### src/verilog/timer_event_map.vh
// Register map, field positions and action codes of the timer
// event and interrupt control block.
// Assumes APB word access: byte address is four times the index.
//
// Operation
// - Compare buffer valid set on write, cleared by update
// - Period buffer valid set on write, cleared by update
// - Event control holds B action, B enable, A action, A enable
// - B code 3: B level sets count direction
// - B code 4: restart on B rising edge
// - B code 5: restart on any B edge
// - B code 6: restart while B high
// - B enable off ignores input B
// - A code 0: count on A rising edge
// - A code 1: count on any A edge
// - A code 2: count ticks while A high
// - A code 3: count ticks, A sets direction
// - A enable off ignores input A
// - Compare interrupt enables in bits 6 to 4
// - Enable bit 0 enables wrap interrupt
// - Flags share the enable register layout
// - Compare flag set on match, cleared writing one
// - Wrap flag set at top/bottom, cleared writing one

`ifndef TIMER_EVENT_MAP_VH
`define TIMER_EVENT_MAP_VH

// ----------------------------------------------------------------
// Register indexes
// ----------------------------------------------------------------
`define EVENT_INPUT_CONTROL_IDX 6'h09
`define INTERRUPT_ENABLE_IDX    6'h0a
`define INTERRUPT_FLAGS_IDX     6'h0b
`define BUFFER_VALID_IDX        6'h07

// ----------------------------------------------------------------
// Reset values and masks
// ----------------------------------------------------------------
`define REG_RESET               8'h00
`define INTR_MASK               8'h71
`define BUFFER_VALID_MASK       8'h0f

// ----------------------------------------------------------------
// Field positions
// ----------------------------------------------------------------
`define IN_B_ACT_HI             7
`define IN_B_ACT_LO             5
`define IN_B_EN_BIT             4
`define IN_A_ACT_HI             3
`define IN_A_ACT_LO             1
`define IN_A_EN_BIT             0
`define COMPARE_CHANNEL_2_BIT                6
`define COMPARE_CHANNEL_1_BIT                5
`define COMPARE_CHANNEL_0_BIT                4
`define WRAP_BIT                0

// ----------------------------------------------------------------
// Action codes
// ----------------------------------------------------------------
`define B_ACT_NONE              3'h0
`define B_ACT_SETS_DIRECTION    3'h3
`define B_ACT_RESTART_ON_RISE   3'h4
`define B_ACT_RESTART_ON_EDGE   3'h5
`define B_ACT_RESTART_WHILE_HI  3'h6
`define A_ACT_COUNT_ON_RISE     3'h0
`define A_ACT_COUNT_ON_EDGE     3'h1
`define A_ACT_COUNT_WHILE_HIGH  3'h2
`define A_ACT_SETS_DIRECTION    3'h3

`endif

### src/verilog/event_input_sync.v
// Two-stage synchroniser with edge detection for one event line.
// Assumes the event line is asynchronous to pclk.
module event_input_sync (
  input  wire pclk,
  input  wire presetn,
  input  wire event_in,
  output wire level,
  output wire rise,
  output wire fall
);

  reg stage1;
  reg stage2;
  reg stage3;

  // ----------------------------------------------------------------
  // Synchroniser and history
  // ----------------------------------------------------------------
  always @(posedge pclk or negedge presetn) begin
    if (!presetn) begin
      stage1 <= 1'b0;
      stage2 <= 1'b0;
      stage3 <= 1'b0;
    end else begin
      stage1 <= event_in;
      stage2 <= stage1;
      stage3 <= stage2;
    end
  end

  assign level = stage2;
  assign rise  = stage2 & ~stage3;
  assign fall  = ~stage2 & stage3;

endmodule

### src/verilog/timer_event_and_irq_control.v
// Event action selection, buffer valid tracking and interrupt
// flags of a 16-bit timer, with an APB register slave.
// Assumes counter core, compare and update logic run on pclk and
// event inputs arrive asynchronously from the event system.
//
// Implementation choice: the APB interface to the registers.
`include "timer_event_map.vh"

module timer_event_and_irq_control #(
  parameter ADDR_W = 8
) (
  input  wire              pclk,
  input  wire              presetn,
  input  wire              psel,
  input  wire              penable,
  input  wire              pwrite,
  input  wire [ADDR_W-1:0] paddr,
  input  wire [31:0]       pwdata,
  output reg               pready,
  output reg  [31:0]       prdata,
  output reg               pslverr,
  input  wire              event_a,
  input  wire              event_b,
  input  wire              prescale_tick,
  input  wire [2:0]        compare_buffer_write,
  input  wire              period_buffer_write,
  input  wire              update_condition,
  input  wire [2:0]        compare_match,
  input  wire              wrap_condition,
  output reg               count_step,
  output reg               count_down,
  output reg               counter_restart,
  output reg  [3:0]        buffer_valid,
  output reg  [3:0]        irq_request
);

  // ----------------------------------------------------------------
  // Functions
  // ----------------------------------------------------------------
  function addr_hit;
    input [ADDR_W-1:0] addr;
    input [5:0]        idx;
    reg   [ADDR_W-1:0] word_addr;
    begin
      // Byte address of the word, upper bits zero for any ADDR_W of 8 or more
      word_addr      = {ADDR_W{1'b0}};
      word_addr[7:2] = idx;
      addr_hit       = (addr == word_addr);
    end
  endfunction

  function edge_hit;
    input any_edge;
    input rise;
    input fall;
    begin
      edge_hit = rise | (any_edge & fall);
    end
  endfunction

  // ----------------------------------------------------------------
  // Registers
  // ----------------------------------------------------------------
  reg  [7:0] event_input_control;
  reg  [7:0] interrupt_enable;
  reg  [7:0] interrupt_flags;
  reg  [7:0] next_flags;
  reg  [3:0] next_buffer_valid;
  reg        next_count;
  reg        next_down;
  reg        next_restart;
  reg  [7:0] read_mux;
  reg        mapped;

  // ----------------------------------------------------------------
  // Event input synchronisers
  // ----------------------------------------------------------------
  wire a_level;
  wire a_rise;
  wire a_fall;
  wire b_level;
  wire b_rise;
  wire b_fall;

  event_input_sync u_sync_a (
    .pclk     (pclk),
    .presetn  (presetn),
    .event_in (event_a),
    .level    (a_level),
    .rise     (a_rise),
    .fall     (a_fall)
  );

  event_input_sync u_sync_b (
    .pclk     (pclk),
    .presetn  (presetn),
    .event_in (event_b),
    .level    (b_level),
    .rise     (b_rise),
    .fall     (b_fall)
  );

  // ----------------------------------------------------------------
  // Bus decode
  // ----------------------------------------------------------------
  wire setup_phase = psel & ~penable;
  wire access      = psel & penable & pready;
  wire wr_access   = access & pwrite;

  // Misaligned addresses miss every register and answer with an error
  wire hit_evt   = addr_hit(paddr, `EVENT_INPUT_CONTROL_IDX);
  wire hit_ien   = addr_hit(paddr, `INTERRUPT_ENABLE_IDX);
  wire hit_flags = addr_hit(paddr, `INTERRUPT_FLAGS_IDX);
  wire hit_bv    = addr_hit(paddr, `BUFFER_VALID_IDX);

  // ----------------------------------------------------------------
  // Control fields
  // ----------------------------------------------------------------
  // field extraction
  wire [2:0] b_action = event_input_control[`IN_B_ACT_HI:`IN_B_ACT_LO];
  wire       b_enable = event_input_control[`IN_B_EN_BIT];
  wire [2:0] a_action = event_input_control[`IN_A_ACT_HI:`IN_A_ACT_LO];
  wire       a_enable = event_input_control[`IN_A_EN_BIT];

  wire b_sets_dir = b_enable & (b_action == `B_ACT_SETS_DIRECTION);
  wire a_sets_dir = a_enable & (a_action == `A_ACT_SETS_DIRECTION);

  // ----------------------------------------------------------------
  // Count source from input A
  // ----------------------------------------------------------------
  always @* begin
    next_count = 1'b0;
    if (!a_enable) begin
      next_count = prescale_tick;
    end else begin
      case (a_action)
        `A_ACT_COUNT_ON_RISE: begin
          next_count = edge_hit(1'b0, a_rise, a_fall);
        end
        `A_ACT_COUNT_ON_EDGE: begin
          next_count = edge_hit(1'b1, a_rise, a_fall);
        end
        `A_ACT_COUNT_WHILE_HIGH: begin
          next_count = prescale_tick & a_level;
        end
        `A_ACT_SETS_DIRECTION: begin
          next_count = prescale_tick;
        end
        default: begin
          next_count = 1'b0;
        end
      endcase
    end
  end

  // ----------------------------------------------------------------
  // Direction latched at each count
  // ----------------------------------------------------------------
  always @* begin
    // Without a direction source the last direction is kept
    next_down = count_down;
    if (next_count) begin
      // B takes precedence when both set the direction
      // B level sets direction
      if (b_sets_dir) begin
        next_down = b_level;
      end else if (a_sets_dir) begin
        next_down = a_level;
      end
    end
  end

  // ----------------------------------------------------------------
  // Restart from input B
  // ----------------------------------------------------------------
  always @* begin
    next_restart = 1'b0;
    if (b_enable) begin
      case (b_action)
        `B_ACT_RESTART_ON_RISE: begin
          next_restart = edge_hit(1'b0, b_rise, b_fall);
        end
        `B_ACT_RESTART_ON_EDGE: begin
          next_restart = edge_hit(1'b1, b_rise, b_fall);
        end
        `B_ACT_RESTART_WHILE_HI: begin
          next_restart = b_level;
        end
        default: begin
          next_restart = 1'b0;
        end
      endcase
    end
  end

  always @(posedge pclk or negedge presetn) begin
    if (!presetn) begin
      count_step      <= 1'b0;
      count_down      <= 1'b0;
      counter_restart <= 1'b0;
    end else begin
      count_step      <= next_count;
      count_down      <= next_down;
      counter_restart <= next_restart;
    end
  end

  // ----------------------------------------------------------------
  // Buffer valid tracking
  // ----------------------------------------------------------------
  always @* begin
    next_buffer_valid = buffer_valid;
    if (update_condition) begin
      next_buffer_valid = 4'h0;
    end
    // A write in the update cycle leaves its bit set
    // compare buffer write sets valid
    next_buffer_valid = next_buffer_valid |
                        {compare_buffer_write, period_buffer_write};
  end

  always @(posedge pclk or negedge presetn) begin
    if (!presetn) begin
      buffer_valid <= 4'h0;
    end else begin
      buffer_valid <= next_buffer_valid;
    end
  end

  // ----------------------------------------------------------------
  // Interrupt flags
  // ----------------------------------------------------------------
  wire [7:0] flag_set   = {1'b0, compare_match, 3'b000, wrap_condition};
  // Only bits written as one are cleared
  wire [7:0] flag_clear = (wr_access & hit_flags) ?
                          (pwdata[7:0] & `INTR_MASK) : 8'h00;

  always @* begin
    // compare flags, set wins over clear
    // wrap flag, set wins over clear
    next_flags = ((interrupt_flags & ~flag_clear) | flag_set) & `INTR_MASK;
  end

  always @(posedge pclk or negedge presetn) begin
    if (!presetn) begin
      interrupt_flags <= `REG_RESET;
    end else begin
      interrupt_flags <= next_flags;
    end
  end

  // ----------------------------------------------------------------
  // Interrupt requests
  // ----------------------------------------------------------------
  // Registered so each request is a flop output
  wire [7:0] pending = interrupt_flags & interrupt_enable;

  always @(posedge pclk or negedge presetn) begin
    if (!presetn) begin
      irq_request <= 4'h0;
    end else begin
      irq_request <= {pending[`COMPARE_CHANNEL_2_BIT], pending[`COMPARE_CHANNEL_1_BIT],
                      pending[`COMPARE_CHANNEL_0_BIT], pending[`WRAP_BIT]};
    end
  end

  // ----------------------------------------------------------------
  // Writable registers
  // ----------------------------------------------------------------
  always @(posedge pclk or negedge presetn) begin
    if (!presetn) begin
      event_input_control <= `REG_RESET;
    end else begin
      if (wr_access & hit_evt) begin
        event_input_control <= pwdata[7:0];
      end
    end
  end

  always @(posedge pclk or negedge presetn) begin
    if (!presetn) begin
      interrupt_enable <= `REG_RESET;
    end else begin
      if (wr_access & hit_ien) begin
        interrupt_enable <= pwdata[7:0] & `INTR_MASK;
      end
    end
  end

  // ----------------------------------------------------------------
  // Read data and error, prepared in the setup cycle
  // ----------------------------------------------------------------
  always @* begin
    read_mux = 8'h00;
    mapped   = 1'b1;
    if (hit_evt) begin
      read_mux = event_input_control;
    end else if (hit_ien) begin
      read_mux = interrupt_enable;
    end else if (hit_flags) begin
      read_mux = interrupt_flags;
    end else if (hit_bv) begin
      read_mux = {4'h0, buffer_valid};
    end else begin
      mapped = 1'b0;
    end
  end

  always @(posedge pclk or negedge presetn) begin
    if (!presetn) begin
      pready  <= 1'b0;
      prdata  <= 32'h00000000;
      pslverr <= 1'b0;
    end else begin
      // Zero wait states once out of reset
      pready <= 1'b1;
      if (setup_phase) begin
        prdata  <= pwrite ? 32'h00000000 : {24'h000000, read_mux};
        pslverr <= ~mapped;
      end else if (access) begin
        prdata  <= 32'h00000000;
        pslverr <= 1'b0;
      end
    end
  end

endmodule

### config.mk
export PLATFORM = sky130hd
export DESIGN_NAME = timer_event_and_irq_control
export DESIGN_NICKNAME = d
export VERILOG_FILES = /design/src/verilog/event_input_sync.v /design/src/verilog/timer_event_and_irq_control.v
export VERILOG_INCLUDE_DIRS = /design/src /design/src/verilog
export SDC_FILE = /design/constraint.sdc
export NUM_CORES = 1
export LEC_CHECK = 0
export ABC_AREA = 1
export BUFFER_PORTS_ARGS = -buffer_cell sky130_fd_sc_hd__buf_2
export CORE_ASPECT_RATIO = 0.9
export CORE_MARGIN = 2
export CORE_UTILIZATION = 45
export CTS_CLUSTER_DIAMETER = 100
export CTS_CLUSTER_SIZE = 14
export DETAILED_ROUTE_END_ITERATION = 12
export PLACE_DENSITY = 0.89
export SETUP_SLACK_MARGIN = 0.15
export SLEW_MARGIN = 20
export SYNTH_ARGS = -nofsm -noshare
export SYNTH_HDL_FRONTEND = slang
export SYNTH_HIERARCHICAL = 1
export SYNTH_SLANG_ARGS = --single-unit
### constraint.sdc
create_clock -name pclk -period 1.22 [get_ports pclk]
set_input_delay 0.244 -clock pclk [delete_from_list [all_inputs] [get_ports pclk]]
set_output_delay 0.244 -clock pclk [all_outputs]
set_load 0.01 [all_outputs]
==> impl_metrics.csv <==
group,metric,value,unit
placed_design,gp_congestion,0.805,
floorplanning,placementRows,23,
pwr,switching_share,0.252,
finish,final_util,0.628,
synthesis,syn-cell-area,2140,µm²
worst_hold_path,hold_depth,1,
grt,grt_max_degree,44,
pwr,p_comb_frac,0.119,
clocking,cts_root_buffer,"clkbuf_8",
routing,routed_wl,4700,µm
synthesis,syn_avg_cell_area,8.35,µm²
pwr,power.share.clock,0.324,
routing,drt-initial-drc-count,110,
clocking,cts_sinks,43,
finish,nFillCells,384,
synthesis,synth_cell_types,25,
timing,whs,0.0511,ns
grt,grt_first_pass_wirelength,7380,µm
pwr,p_seq_frac,0.558,
pwr,p_sw,0.000667,W
synthesis,synth_seq_cells,43,
timing,slew_violations,0,
placed_design,port_buffers,53,
finish,diodes,0,
clocking,path_clk_slew,0.08,ns
pwr,power_density,932,nW/µm²
finish,mostFrequentLayoutCells,"nand2_1 (65), buf_2 (53), dfrtp_1 (42)",
timing,hold_viol_final,0,
routing,post_drt_wl_per_cell,11.6,µm
timing,tns,0,ns
pwr,p_leak,1.59,nW
worst_setup_path,cp-start-kind,"flip-flop",
worst_setup_path,rr_worst_depth,6,
grt,first_global_vias,1727,
worst_setup_path,cp_data_arrival_time,1.28,ns
pwr,fin_total_pwr,0.00264,W
finish,multi_input_area,955,µm²
worst_setup_path,end_kind,"flip-flop",
timing,setup_viol_count_final,0,
synthesis,ys_warn_count,6,
clocking,clock_latency,0.29,ns
timing,fmax,0.915,GHz
clocking,clock_path_buffers,2,
pwr,p_int,0.00198,W
clocking,numCtsBuffers,5,
floorplanning,core,4520,µm²
placed_design,place_area,2460,µm²
routing,remaining_drc_errors,0,
grt,grt-ovfl-total,0,
floorplanning,io_pins,102,
worst_setup_path,critPathMaxFanout,5,
timing,clock_skew,0.00576,ns
floorplanning,initial_core_util,0.473,
floorplanning,die_x,76.7,µm
run_status,status,"completed",
timing,fin_crit_sh,0.896,
clocking,cts_tree,"done",
worst_setup_path,crit_required,1.41,ns
finish,layout_commonest_cell,"nand2_1",
routing,vias,1843,
grt,grt_usage,0.176,
timing,rsz0062_at_grt,"true",
finish,drive_gt1_frac,0.379,
grt,antenna_found_initial,0,
pwr,peakVddDrop,0.563,mV
routing,viasPerCell,4.55,
synthesis,synthCells,256,
finish,ff_latch_area,1080,µm²
floorplanning,die_h,69.4,µm
worst_hold_path,min_path_type,"in -> reg",
routing,firstDrtPassIters,7,
finish,area_delta_synth_final,32.7,%
flow_run,maxCapViolations,0,
worst_setup_path,criticalPathCategory,"reg -> reg",
timing,fin_crit,1.09,ns
finish,final_area,2840,µm²
placed_design,hpwlAfterDp,3180,µm
floorplanning,die_area,5320,µm²
finish,final_nets,399,
routing,antenna_left,0,
clocking,htree_num_levels,2,
synthesis,synth-seq-area-share,0.503,
==> worst max-delay path, cell delays in order, from the launching register on <==
cell and delay, ns:
dfrtp_2 0.45, inv_2 0.05, nor2_1 0.03, a21o_1 0.14, nand3_1 0.07, nand3_2 0.10, buf_4 0.14
==> cell usage after synthesis <==
cell type | count | area share
nand2_1 | 72 | 0.13
a21oi_2 | 3 | 0.012
nor2_1 | 18 | 0.032
nand2_2 | 3 | 0.0088
nor2_4 | 4 | 0.021
buf_6 | 1 | 0.0053
conb_1 | 2 | 0.0035
nand4_1 | 1 | 0.0029
o21ai_0 | 16 | 0.037
nand3_1 | 15 | 0.035
o21a_1 | 1 | 0.0035
o21ai_2 | 4 | 0.016
a21oi_1 | 1 | 0.0023
inv_1 | 34 | 0.060
nor3_1 | 1 | 0.0023
dfrtp_1 | 43 | 0.50
o21bai_1 | 4 | 0.014
nand2_4 | 1 | 0.0053
nor2_2 | 3 | 0.0088
nor3_2 | 1 | 0.0047
a221oi_1 | 1 | 0.0041
buf_4 | 24 | 0.084
inv_2 | 1 | 0.0018
a21o_1 | 1 | 0.0035
clkbuf_1 | 1 | 0.0018
==> registers in the layout, summed over array words and instances (netlist names) <==
| signal | flops |
|---|---|
| count_down | 1 |
| interrupt_enable | 4 |
| u_sync_b/level | 1 |
| u_sync_a/stage1 | 1 |
| event_input_control | 8 |
| pready | 1 |
| u_sync_b/stage1 | 1 |
| count_step | 1 |
| buffer_valid | 4 |
| u_sync_a/level | 1 |
| u_sync_a/stage3 | 1 |
| counter_restart | 1 |
| pslverr | 1 |
| u_sync_b/stage3 | 1 |
| prdata | 8 |
| irq_request | 4 |
| interrupt_flags | 4 |
==> power groups by stage <==
stage	registers, W	logic (W)	clock network (W)
2_1_floorplan	0.00151	0.000177	0
3_3_place_gp	0.00150	0.000271	0
3_5_place_dp	0.00150	0.000278	0
4_1_cts	0.00147	0.000296	0.000894
5_1_grt	0.00148	0.000346	0.000946
6_report	0.00147	0.000314	0.000855
==> final cells by class <==
type / count / share of cell area
multi-input combinational: 176 / 0.336
timing repair buffer: 81 / 0.180
clock buffer: 7 / 0.0269
sequential: 43 / 0.380
clock inverter: 1 / 0.00176
tap: 62 / 0.0273
inverter: 35 / 0.0481
==> kinds of logic (layout without fill, tap and decap cells) <==
kind of cell	Yosys count	count (layout)	share of synthesized area
flip-flops	43	43	0.503
other	2	25	0.00351
buffers and inverters	61	124	0.153
AND/OR/NAND/NOR	119	120	0.247
AO/OA/AOI/OAI	31	31	0.0936
==> final timing paths <==
path	slack, ns	from	endpoint
setup / recovery	0.13	u_sync_a/level	count_step
hold / removal	0.05	event_b	u_sync_b/stage1
setup reg to reg	0.13	u_sync_a/level	count_step
hold reg to reg	0.37	u_sync_b/stage1	u_sync_b/level
max in group asynchronous	0.56	presetn	u_sync_a/level
min in group asynchronous	0.45	presetn	prdata[1]
==> routing by layer <==
| metal | vias to the layer above | track usage | wire length, µm |
|---|---|---|---|
| met5 | - | 0 | 0 |
| met4 | 0 | 0.0687 | 92 |
| met3 | 8 | 0.0612 | 283 |
| met2 | 59 | 0.306 | 2430 |
| met1 | 859 | 0.198 | 1890 |
| li1 | 917 | - | - |
==> what timing repair did <==
| item | CTS | global route |
|---|---|---|
| hold buffers | 1 | 0 |
| pin swaps | 4 | 9 |
| cloned | 1 | 0 |
| endpoints found under the hold margin | 43 | 0 |
| buffers inserted | 11 | 9 |
| gates resized for setup | 13 | 27 |
| setup endpoints to repair | 23 | 40 |
==> per-stage QoR <==
stage                     std cells  setup WS [ns]
after floorplan                 279          0.136
after global placement          375        -0.0813
after detailed placement        375         -0.114
after CTS                       396          0.131
after global routing            405         0.0260
final                           405          0.127
Power figures use the tool's default switching activity.
